## config.mk

```make
export PLATFORM = sky130hd
export DESIGN_NAME = apst_ctrl
export DESIGN_NICKNAME = d
export VERILOG_FILES = /design/src/verilog/apst_pkg.sv /design/src/verilog/apst_ctrl.sv /design/src/verilog/apst_ms_tick.sv
export SDC_FILE = /design/constraint.sdc
export NUM_CORES = 2
export LEC_CHECK = 0
export BUFFER_PORTS_ARGS = -buffer_cell sky130_fd_sc_hd__buf_2
export CORE_ASPECT_RATIO = 2
export CORE_MARGIN = 2
export CORE_UTILIZATION = 28
export DETAILED_ROUTE_END_ITERATION = 8
export GPL_ROUTABILITY_DRIVEN = 0
export RECOVER_POWER = 50
export SKIP_LAST_GASP = 1
export SYNTH_ARGS = -nofsm -noshare
export SYNTH_HDL_FRONTEND = slang
export SYNTH_SLANG_ARGS = --single-unit
```

## constraint.sdc

```tcl
create_clock -name I_CLOCK -period 10.4 [get_ports I_CLOCK]
set_clock_uncertainty 0.05 [all_clocks]
set_input_delay 3.12 -clock I_CLOCK [delete_from_list [all_inputs] [get_ports I_CLOCK]]
set_output_delay 3.12 -clock I_CLOCK [all_outputs]
set_load 0.005 [all_outputs]
```

## src/verilog/apst_pkg.sv

```systemverilog
// Functional notes
// RL1: Autonomous power state moves happen only while the enable bit 0 of the feature word is one.
// RL2: The enable bit comes up zero after reset, so moves stay off until the host sets it.
// RL3: A read-back returns the enable in completion word 0 and streams the whole table as data.
// RL4: The table holds 32 entries of 64 bits, one for every allowable power state.
// RL5: Every entry of an unsupported power state is all zeroes.
// RL6: Entry n sits at bytes 8n+7 down to 8n, so state 0 is bytes 7:0 and state 1 bytes 15:8.
// RL7: The host hands the table over as one contiguous 256-byte buffer.
// RL8: Entry bits 31:8 give the idle time in milliseconds before a move out of that state.
// RL9: An idle time of zero means no autonomous move out of that state.
// RL10: Once continuous idle exceeds the threshold, the state moves to entry bits 7:3.
// RL11: The host programs only non-operational states as targets.
// RL12: The host should not pick a target with higher idle power than the current state.
// RL13: The idle timer restarts on any command activity and on entering a new power state.
// RL14: Reserved bits of the feature word and the entries are ignored and read back as zero.
package apst_pkg;

  // Table geometry
  localparam int NUM_STATES    = 32;
  localparam int STATE_W       = 5;
  localparam int ENTRY_W       = 64;
  localparam int IDLE_W        = 24;
  localparam int TABLE_BYTES   = 256;

  // Field positions in the feature word and in an entry
  localparam int EN_BIT        = 0;
  localparam int IDLE_LSB      = 8;
  localparam int IDLE_MSB      = 31;
  localparam int TGT_LSB       = 3;
  localparam int TGT_MSB       = 7;

  // Reset values and the mask of supported power states
  localparam logic                  EN_RESET    = 1'b0;
  localparam logic [STATE_W-1:0]    PS_RESET    = 5'h00;
  localparam logic [NUM_STATES-1:0] SUPPORTED   = 32'h0000001F;

  // Timing: one millisecond at a 40 ns clock
  localparam int MS_NS         = 1000000;
  localparam int CLK_NS        = 40;
  localparam int CYCLES_PER_MS = MS_NS / CLK_NS;
  localparam int TICK_W        = 15;

  // Stored part of one entry, reserved bits dropped
  typedef struct packed {
    logic [IDLE_W-1:0]  idle_time_threshold_ms;
    logic [STATE_W-1:0] idle_target_state;
  } apst_entry_t;

  // Read-back sequencer, one-hot
  typedef enum logic [1:0] {
    RB_IDLE = 2'h1,
    RB_SEND = 2'h2
  } rb_state_t;

  // Whole state of the controller
  typedef struct packed {
    logic                          auto_transition_enable;
    apst_entry_t [NUM_STATES-1:0]  table_q;
    logic [STATE_W-1:0]            power_state;
    logic [IDLE_W-1:0]             idle_ms;
    logic                          moved;
    rb_state_t                     rb;
    logic [STATE_W-1:0]            rb_index;
    logic                          rd_valid;
    logic [ENTRY_W-1:0]            rd_data;
    logic                          get_done;
    logic [31:0]                   get_dw0;
  } apst_state_t;

  // Millisecond tick generator state
  typedef struct packed {
    logic [TICK_W-1:0] count;
    logic              tick;
  } tick_state_t;

  // Expand a stored entry into its 64-bit wire form, reserved bits zero
  function automatic logic [ENTRY_W-1:0] entry_to_word(input apst_entry_t e);
    logic [ENTRY_W-1:0] w;
    w = '0;
    w[IDLE_MSB:IDLE_LSB] = e.idle_time_threshold_ms;
    w[TGT_MSB:TGT_LSB]   = e.idle_target_state;
    return w;
  endfunction : entry_to_word

endpackage : apst_pkg

```

## src/verilog/apst_ctrl.sv

```systemverilog
`timescale 1ns/1ns
`default_nettype none
module apst_ctrl
  import apst_pkg::*;
#(
  parameter int CYCLES_MS = CYCLES_PER_MS
)(
  // Clock and reset
  input  wire logic                I_CLOCK,
  input  wire logic                I_RESET_N,
  // Set feature word
  input  wire logic                I_SET_VALID,
  input  wire logic [31:0]         I_SET_DW11,
  // Table entries written from the host buffer
  input  wire logic                I_TBL_WR_VALID,
  input  wire logic [STATE_W-1:0]  I_TBL_WR_INDEX,
  input  wire logic [ENTRY_W-1:0]  I_TBL_WR_DATA,
  // Read-back request and completion word
  input  wire logic                I_GET_REQ,
  output logic                     O_GET_DONE,
  output logic [31:0]              O_GET_DW0,
  // Read-back data stream
  output logic                     O_RD_VALID,
  output logic [STATE_W-1:0]       O_RD_INDEX,
  output logic [ENTRY_W-1:0]       O_RD_DATA,
  input  wire logic                I_RD_READY,
  // Activity and host-directed power state
  input  wire logic                I_CMD_ACTIVE,
  input  wire logic                I_PS_SET_VALID,
  input  wire logic [STATE_W-1:0]  I_PS_SET_STATE,
  // Power state out
  output logic [STATE_W-1:0]       O_POWER_STATE,
  output logic                     O_AUTO_MOVE,
  output logic                     O_AUTO_ENABLE
);

  // Registered state and its next value
  apst_state_t st_ff;
  apst_state_t nxt_st;

  // Timing and move helpers
  logic        ms_tick;
  logic        restart;
  apst_entry_t cur;
  logic        go_auto;
  logic        ps_change;
  logic        thr_set;
  logic        thr_over;
  logic        quiet;
  logic        idle_full;

  // Entry of the state we are in now
  // A host-set state outside the supported set reads a zero entry and never moves
  assign cur = st_ff.table_q[st_ff.power_state];

  // RL9: zero threshold blocks
  assign thr_set = (cur.idle_time_threshold_ms != '0);

  // RL10: strictly exceeds threshold
  assign thr_over = (st_ff.idle_ms > cur.idle_time_threshold_ms);

  // No command and no host-directed change this cycle
  assign quiet = !I_CMD_ACTIVE && !I_PS_SET_VALID;

  // RL1: only when enabled
  assign go_auto = st_ff.auto_transition_enable && quiet && thr_set && thr_over;

  // Saturation point, so a long idle never wraps back below the threshold
  assign idle_full = (st_ff.idle_ms == '1);

  // Any change of state, host-directed or autonomous
  assign ps_change = go_auto || I_PS_SET_VALID;

  // RL13: restart idle timing
  assign restart = I_CMD_ACTIVE || ps_change;

  // Millisecond base, realigned on every restart
  apst_ms_tick #(
    .CYCLES    (CYCLES_MS)
  ) u_tick (
    .i_clock   (I_CLOCK),
    .i_reset_n (I_RESET_N),
    .i_restart (restart),
    .o_tick    (ms_tick)
  );

  // RL14: reserved entry bits dropped
  // RL8: idle field in ms
  function automatic apst_entry_t word_to_entry(input logic [ENTRY_W-1:0] w);
    apst_entry_t e;
    e.idle_time_threshold_ms = w[IDLE_MSB:IDLE_LSB];
    e.idle_target_state      = w[TGT_MSB:TGT_LSB];
    return e;
  endfunction : word_to_entry

  // Next-state logic for configuration, timing and read-back
  always_comb
  begin
    nxt_st          = st_ff;
    nxt_st.moved    = 1'b0;
    nxt_st.get_done = 1'b0;

    // RL14: only bit 0 kept
    if (I_SET_VALID)
    begin
      nxt_st.auto_transition_enable = I_SET_DW11[EN_BIT];
    end

    // RL5: unsupported stay zero
    // RL6: index is the power state
    if (I_TBL_WR_VALID)
    begin
      if (SUPPORTED[I_TBL_WR_INDEX])
      begin
        nxt_st.table_q[I_TBL_WR_INDEX] = word_to_entry(I_TBL_WR_DATA);
      end
      else
      begin
        nxt_st.table_q[I_TBL_WR_INDEX] = '0;
      end
    end

    // RL8: whole milliseconds idle
    // RL13: restart clears count
    if (restart)
    begin
      nxt_st.idle_ms = '0;
    end
    else if (ms_tick && !idle_full)
    begin
      nxt_st.idle_ms = st_ff.idle_ms + IDLE_W'(1);
    end

    // Host-directed change wins over an autonomous one in the same cycle
    if (I_PS_SET_VALID)
    begin
      nxt_st.power_state = I_PS_SET_STATE;
    end
    else if (go_auto)
    begin
      nxt_st.power_state = cur.idle_target_state;
      nxt_st.moved       = 1'b1;
    end

    // RL3: completion word and table
    case (st_ff.rb)
      RB_IDLE:
      begin
        // A request during a stream is never seen here, so it is dropped
        if (I_GET_REQ)
        begin
          nxt_st.get_dw0         = '0;
          nxt_st.get_dw0[EN_BIT] = st_ff.auto_transition_enable;
          nxt_st.get_done        = 1'b1;
          nxt_st.rb              = RB_SEND;
          nxt_st.rb_index        = '0;
          nxt_st.rd_valid        = 1'b1;
          nxt_st.rd_data         = entry_to_word(st_ff.table_q[0]);
        end
      end
      RB_SEND:
      begin
        // Beat stands until the consumer takes it
        if (I_RD_READY)
        begin
          // RL4: all 32 entries sent
          if (st_ff.rb_index == STATE_W'(NUM_STATES - 1))
          begin
            nxt_st.rb       = RB_IDLE;
            nxt_st.rd_valid = 1'b0;
            nxt_st.rd_data  = '0;
          end
          else
          begin
            // Next entry read live, so a late table write still shows
            nxt_st.rb_index = st_ff.rb_index + STATE_W'(1);
            nxt_st.rd_data  =
              entry_to_word(st_ff.table_q[st_ff.rb_index + STATE_W'(1)]);
          end
        end
      end
      default:
      begin
        nxt_st.rb       = RB_IDLE;
        nxt_st.rd_valid = 1'b0;
      end
    endcase
  end

  // State register
  always_ff @(posedge I_CLOCK or negedge I_RESET_N)
  begin
    if (!I_RESET_N)
    begin
      // Clear all, then name the fields whose reset matters
      st_ff                        <= '0;
      // RL2: enable off at reset
      st_ff.auto_transition_enable <= EN_RESET;
      st_ff.power_state            <= PS_RESET;
      st_ff.rb                     <= RB_IDLE;
    end
    else
    begin
      st_ff <= nxt_st;
    end
  end

  // Read-back outputs straight from the state register
  assign O_GET_DONE    = st_ff.get_done;
  assign O_GET_DW0     = st_ff.get_dw0;
  assign O_RD_VALID    = st_ff.rd_valid;
  assign O_RD_INDEX    = st_ff.rb_index;
  assign O_RD_DATA     = st_ff.rd_data;

  // Power state outputs, registered as well
  assign O_POWER_STATE = st_ff.power_state;
  assign O_AUTO_MOVE   = st_ff.moved;
  assign O_AUTO_ENABLE = st_ff.auto_transition_enable;

endmodule : apst_ctrl
`default_nettype wire

```

## src/verilog/apst_ms_tick.sv

```systemverilog
`timescale 1ns/1ns
`default_nettype none
module apst_ms_tick
  import apst_pkg::*;
#(
  parameter int CYCLES = CYCLES_PER_MS
)(
  // Clock and reset
  input  wire logic i_clock,
  input  wire logic i_reset_n,
  // Control
  input  wire logic i_restart,
  // Tick out
  output logic      o_tick
);

  tick_state_t st_ff;
  tick_state_t nxt_st;

  localparam logic [TICK_W-1:0] LAST = TICK_W'(CYCLES - 1);

  // Restart realigns the millisecond so idle time is measured from the restart
  always_comb
  begin
    nxt_st      = st_ff;
    nxt_st.tick = 1'b0;
    if (i_restart)
    begin
      nxt_st.count = '0;
    end
    else if (st_ff.count == LAST)
    begin
      nxt_st.count = '0;
      nxt_st.tick  = 1'b1;
    end
    else
    begin
      nxt_st.count = st_ff.count + TICK_W'(1);
    end
  end

  // State register
  always_ff @(posedge i_clock or negedge i_reset_n)
  begin
    if (!i_reset_n)
    begin
      st_ff <= '0;
    end
    else
    begin
      st_ff <= nxt_st;
    end
  end

  assign o_tick = st_ff.tick;

endmodule : apst_ms_tick
`default_nettype wire

```

---- Yosys cells after proc, flatten, opt, wreduce, memory -nomap -nowiden ----
Memories as Yosys holds them, arrays and structs flattened.
Cells that the tools add are included.
storage, ports and cells
  output and inout port bits .............. 110
  flip-flop bits (word level) ............. 1049
  ROM bits ................................ 32
  logic and storage cells ................. 145
  memories kept ........................... 1
memories
  name              depth  width  rd ports  clocked after Yosys merged registers in  write ports  RTL line          text
  (name not given)  32     1      1         0                                        0            apst_ctrl.sv:113  if (SUPPORTED[I_TBL_WR_INDEX])
cells by class
  mux-type cells .......................... 30
  bitwise logic cells ..................... 2
  equality and inequality tests ........... 9
  $lt $le $gt $ge ......................... 5
  add/sub/neg operators ................... 3
  reduce and logical (&&, ||, !) cells .... 19
operator list
  kind                                                                   count
  928-bit AND                                                            1
  928-bit bitwise mux                                                    1
  928-bit two-way mux                                                    1
  928-bit inverter                                                       1
  29-bit binary-select mux with 5-bit select                             2
  29-bit demux with 5-bit select                                         1
  64-bit one-hot mux with 2 select lines                                 1
  105-bit two-way mux                                                    1
  29-bit two-way mux                                                     3
  72-bit two-way mux                                                     1
  24-bit two-way mux                                                     2
  33-bit two-way mux                                                     1
  32-bit two-way mux                                                     1
  15-bit two-way mux                                                     2
  24-bit by 1-bit adder with 24-bit output (second input constant)       1
  24-bit == test (second input constant)                                 1
  24-bit greater-than comparator                                         1
  24-bit nonzero test                                                    1
  5-bit by 6-bit < comparator with 1-bit output (second input constant)  3
  15-bit by 1-bit adder with 15-bit output (second input constant)       1
  15-bit == test (second input constant)                                 1
  5-bit two-way mux                                                      3
  5-bit one-hot mux with 2 select lines                                  1
  2-bit != test (second input constant)                                  4
  16 further kinds                                                       32

---- Logic depth before layout (Yosys ltp) ----
  word-level depth ........................ 8
  gate-level depth with buffers ........... 20
  mapped depth without buffers ............ 16

---- Modules after synthesis ----
Synthesis repeated with hierarchy kept, for this count alone.
second synthesis, totals
  cell total of the unflattened synthesis .. 3769
  area total of the unflattened synthesis .. 50631.1 sq um
by module, submodules not included
  module        cells an instance  instances  area an instance (sq um)
  apst_ctrl     3694               1          49856.6
  apst_ms_tick  75                 1          774.5

---- Worst setup path after synthesis ----
No wires, ideal clock.
  path type ............................... input -> register
  start ................................... in I_TBL_WR_INDEX[0]
  end ..................................... reg st_ff[385] (netlist bit)
  stages .................................. 6
  buffers on the path ..................... 2
  data arrival time ....................... 4659 ps
  required time ........................... 10218 ps
  slack ................................... 5559 ps
  cells stage by stage .................... nor3b_1 o21ai_0 nor4b_1 clkbuf_1 clkbuf_1 nor2b_1
on the way
  longest elaborated chain between the ends .. 7
  elaborated cells on any way between the ends .. 11
  those cells by class .................... order compare (2); mux (5); bitwise (2); reduce/logical (1); memory (1)
ends and longest elaborated chain
  what                                                                                                                                                        RTL line                            text
  from (decl)                                                                                                                                                 apst_ctrl.sv:16                     input wire logic [STATE_W-1:0] I_TBL_WR_INDEX,
  5-bit by 6-bit < comparator with 1-bit output (not written as such) / 5-bit by 1-bit greater-or-equal comparator with 1-bit output (equally long branches)  apst_ctrl.sv:115, apst_ctrl.sv:119
  1-bit logical AND (not written as such)                                                                                                                     apst_ctrl.sv:115, apst_ctrl.sv:119
  29-bit two-way mux (not written as such)                                                                                                                    apst_ctrl.sv:115, apst_ctrl.sv:119
  29-bit demux with 5-bit select                                                                                                                              apst_ctrl.sv:115, apst_ctrl.sv:119
  928-bit inverter (no source line)                                                                                                                           -
  928-bit AND (no source line)                                                                                                                                -
  928-bit two-way mux (*)                                                                                                                                     apst_ctrl.sv:113
  to (signal assigned)                                                                                                                                        apst_ctrl.sv:204                    st_ff <= nxt_st;
  to (decl)                                                                                                                                                   apst_ctrl.sv:38                     apst_state_t st_ff;
Every way passes the cells marked *; elsewhere a longest branch is shown, timed or not. The select of a mux whose other input is x is not followed.
A chain may end at the register's enable or synchronous reset.

---- Final worst setup path ----
  start ................................... reg st_ff, in the netlist O_RD_INDEX[0]
  end ..................................... reg st_ff, in the netlist O_RD_DATA[7]
on the way
  longest elaborated chain between the ends .. 6
  elaborated cells on any way between the ends .. 7
  those cells by class .................... add/sub (1); eq/ne (1); mux (5)
ends and longest elaborated chain
  what                                        RTL line          text
  5-bit by 1-bit adder with 5-bit output      apst_ctrl.sv:178  entry_to_word(st_ff.table_q[st_ff.rb_index + STATE_W'(1)]);
  29-bit binary-select mux with 5-bit select  apst_ctrl.sv:178
  29-bit two-way mux (not written as such)    apst_ctrl.sv:178
  32-bit two-way mux (*)                      apst_ctrl.sv:167  if (st_ff.rb_index == STATE_W'(NUM_STATES - 1))
  72-bit two-way mux (*)                      apst_ctrl.sv:164  if (I_RD_READY)
  64-bit one-hot mux with 2 select lines (*)  apst_ctrl.sv:146  case (st_ff.rb)
Marked as above.

==> results.py <==
metrics = {
    "job": {
        "cap_violations": 28,
    },
    "cts": {
        "cts_buffers": 104,
        "clock-sinks": 1013,
        "cts_max_path_buffers": 3,
        "cts_setup_buffers": 0,
        "postCtsHoldBufs": 0,
        "htree_levels": 3,
        "cts-resized-gates": 0,
        "clk_latency_ns": 0.72,
        "path_clk_slew_ns": 0.06,
        "cts_tree": "built",
        "cts-root-buf": "clkbuf_16",
    },
    "pwr": {
        "p_comb_share_pct": 17.6,
        "p_total_mw": 9.96,
        "ir_worst_vdd_uv": 137,
        "seq_power_share_pct": 43.1,
        "p_int_mw": 7.17,
        "switchingPower_mw": 2.79,
        "p_leak_nw": 25.0,
        "switching_share_pct": 28.0,
        "p_clk_share_pct": 39.3,
        "p_per_area_nw_per_um2": 177,
    },
    "logic_synthesis": {
        "synth.distinct_cells": 50,
        "yosys-top-cells-area": "dfrtp_1 50%, mux4_2 19%, nor2b_1 5.9%",
        "synth_warnings": 0,
        "synthMostInstantiatedCell": "dfrtp_1",
        "synth_top_flop_cell": "dfrtp_1",
        "syn_area_um2": 50300,
        "syn-instance-count": 3764,
        "synth_area_per_cell_um2": 13.4,
        "synth_top_area_share_pct": 50.3,
        "synth_edf_count": 0,
        "synth_top_area_cell": "dfrtp_1",
        "synthTopCellsByCount": "1,012 x dfrtp_1, 475 x nor2b_1, 420 x mux4_2",
        "synth_seq_area_share_pct": 50.4,
        "ys_ff_latch": 1013,
        "synthArstFlopShare_pct": 100,
    },
    "floorplanning": {
        "die_w_um": 304,
        "core-area_um2": 179000,
        "io-pin-count": 224,
        "initial_utilization_pct": 28.1,
        "die_area_um2": 183000,
        "chipHeight_um": 603,
        "rows": 220,
    },
    "route": {
        "routed_wirelength_mm": 145,
        "drc": 0,
        "dr.pass1.iters": 7,
        "vias_per_cell": 5.19,
        "ant_nets": 0,
        "drt_iter0_markers": 2944,
        "wl_per_cell_um": 23.6,
        "vias": 31800,
    },
    "worst_setup_path": {
        "cpPeakStageDelay_ns": 3.01,
        "cp_max_fo": 114,
        "path_cells": "buf_12, clkbuf_1, mux4_2, mux4_2, nand2_1, a21oi_1, a21oi_1, a21oi_1",
        "endpoint_kind": "register",
        "path_common_cell": "a21oi_1",
        "crit_family": "buffers and inverters",
        "startpoint_type": "register",
        "slowest_stage": "clkbuf_1",
        "path_buf_inv": 2,
        "required_ns": 10.89,
        "critPathKind": "register to register",
        "cp_data_arrival_time_ns": 8.12,
    },
    "final_layout": {
        "nets": 3850,
        "final_cell_count_no_fill": 6128,
        "multi_input_area_um2": 23400,
        "final.fill_count": 17700,
        "register_area_um2": 25400,
        "area_growth_pct": 11.8,
        "drive_gt1_share_pct": 23.6,
    },
    "timing": {
        "finalCriticalPeriod_ns": 7.63,
        "worst_slack_ns": 2.77,
        "setup-tns-final_ns": 0,
        "max_freq_mhz": 131,
        "max_slew.worst_pin.slew_ns": 4.62,
        "setup_viol": 0,
        "finalMaxSlewViolations": 1124,
        "period_share_pct": 73.4,
        "slew_headroom_pct": -208,
        "rsz0062_at_grt": "no",
        "finalHoldViolations": 0,
        "hold_slack_ns": 0.456,
    },
    "status": {
        "violations": "capacitance limit, slew limit",
        "status": "finished, violations left",
    },
    "min_path": {
        "min_path_type": "register to register",
    },
    "global_routing": {
        "grt_pass1_vias": 33500,
        "grtUsageTotal_pct": 15.6,
        "grt_pass1_wl_mm": 221,
        "grt_antenna_before_repair": 8,
        "grt_max_degree": 190,
        "grt_overflow": 0,
    },
    "place": {
        "dp_cells": 5933,
        "post-dp-hpwl_mm": 83.7,
        "dp_worst_setup_slack_ns": 3.90,
        "portBuffers": 91,
    },
}
==> registers in the layout, indices dropped and copies added (netlist names) <==
signal,cells
O_AUTO_ENABLE,1
O_GET_DW0,1
O_AUTO_MOVE,1
O_POWER_STATE,5
st_ff,954
O_RD_DATA,29
u_tick.o_tick,1
O_RD_INDEX,5
O_GET_DONE,1
u_tick.st_ff,15
==> per-layer routing <==
layer  wire length, µm  global-route usage, %
met5                48                      0
met4              4180                   5.02
met3              9250                   2.86
met2             69700                   25.5
met1             61500                   21.1
==> layout by cell type, fill, tap and decap left out, types with 42 or more instances in the layout <==
cell type | netlist | routed
dfrtp_1 | 1012 | 1009
nor2b_1 | 475 | 472
mux4_2 | 420 | 420
and2_1 | 322 | 294
mux2i_1 | 268 | 268
mux2_2 | 148 | 148
a22oi_1 | 128 | 128
nand2_1 | 134 | 127
clkbuf_16 | 0 | 105
nor2_1 | 111 | 99
a21oi_1 | 94 | 94
buf_2 | 61 | 75
conb_1 | 1 | 66
clkbuf_1 | 176 | 64
nand3_1 | 53 | 53
o21ai_0 | 42 | 42
==> kinds of logic after synthesis <==
logic type / share of synthesized area (%)
simple gates: 13.2
other cells: 0.00746
buf+inv: 3.92
compound gates: 3.67
xor+xnor: 0.679
mux: 27.5
flops: 50.4
fa+ha+maj: 0.697
==> stage by stage <==
| step | instance area [µm²] | util (%) |
|---|---|---|
| global placement | 52800 | 29.5 |
| CTS | 56400 | 31.5 |
| detailed placement | 52800 | 29.5 |
| finish | 56200 | 31.4 |
| floorplan | 50500 | - |
| global route | 56200 | 31.4 |
==> power groups by stage <==
stage	Sequential, mW	Combinational, mW	Clock (mW)
after global routing	4.31	1.90	4.15
after floorplan	4.28	1.34	0
after detailed placement	4.36	1.77	0
after global placement	4.34	1.75	0
final	4.29	1.75	3.92
after CTS	4.29	1.77	3.99
==> final cells by class <==
| cell class | instances | share of cell area [%] |
|---|---|---|
| diodes | 3 | 0.0134 |
| clock buffers | 149 | 5.32 |
| clock inverters | 43 | 1.01 |
| inverters | 7 | 0.0467 |
| multi-input cells | 2423 | 41.6 |
| flip-flops and latches | 1013 | 45.1 |
| well taps | 2331 | 5.19 |
| repair buffers | 159 | 1.69 |
==> path summary, 6_finish.rpt <==
kind | start | to | slack (ns) | cells past startpoint
setup / recovery | O_RD_INDEX[0] | O_RD_DATA[7] | 2.77 | 8
hold / removal | st_ff[658] | st_ff[658] | 0.46 | 1
setup reg to reg | O_RD_INDEX[0] | O_RD_DATA[7] | 2.77 | 8
hold reg to reg | st_ff[658] | st_ff[658] | 0.46 | 1
max in group asynchronous | I_RESET_N | st_ff[990] | 2.96 | 2
min in group asynchronous | I_RESET_N | O_RD_DATA[5] | 2.39 | 1
Power figures use the tool's default switching activity.
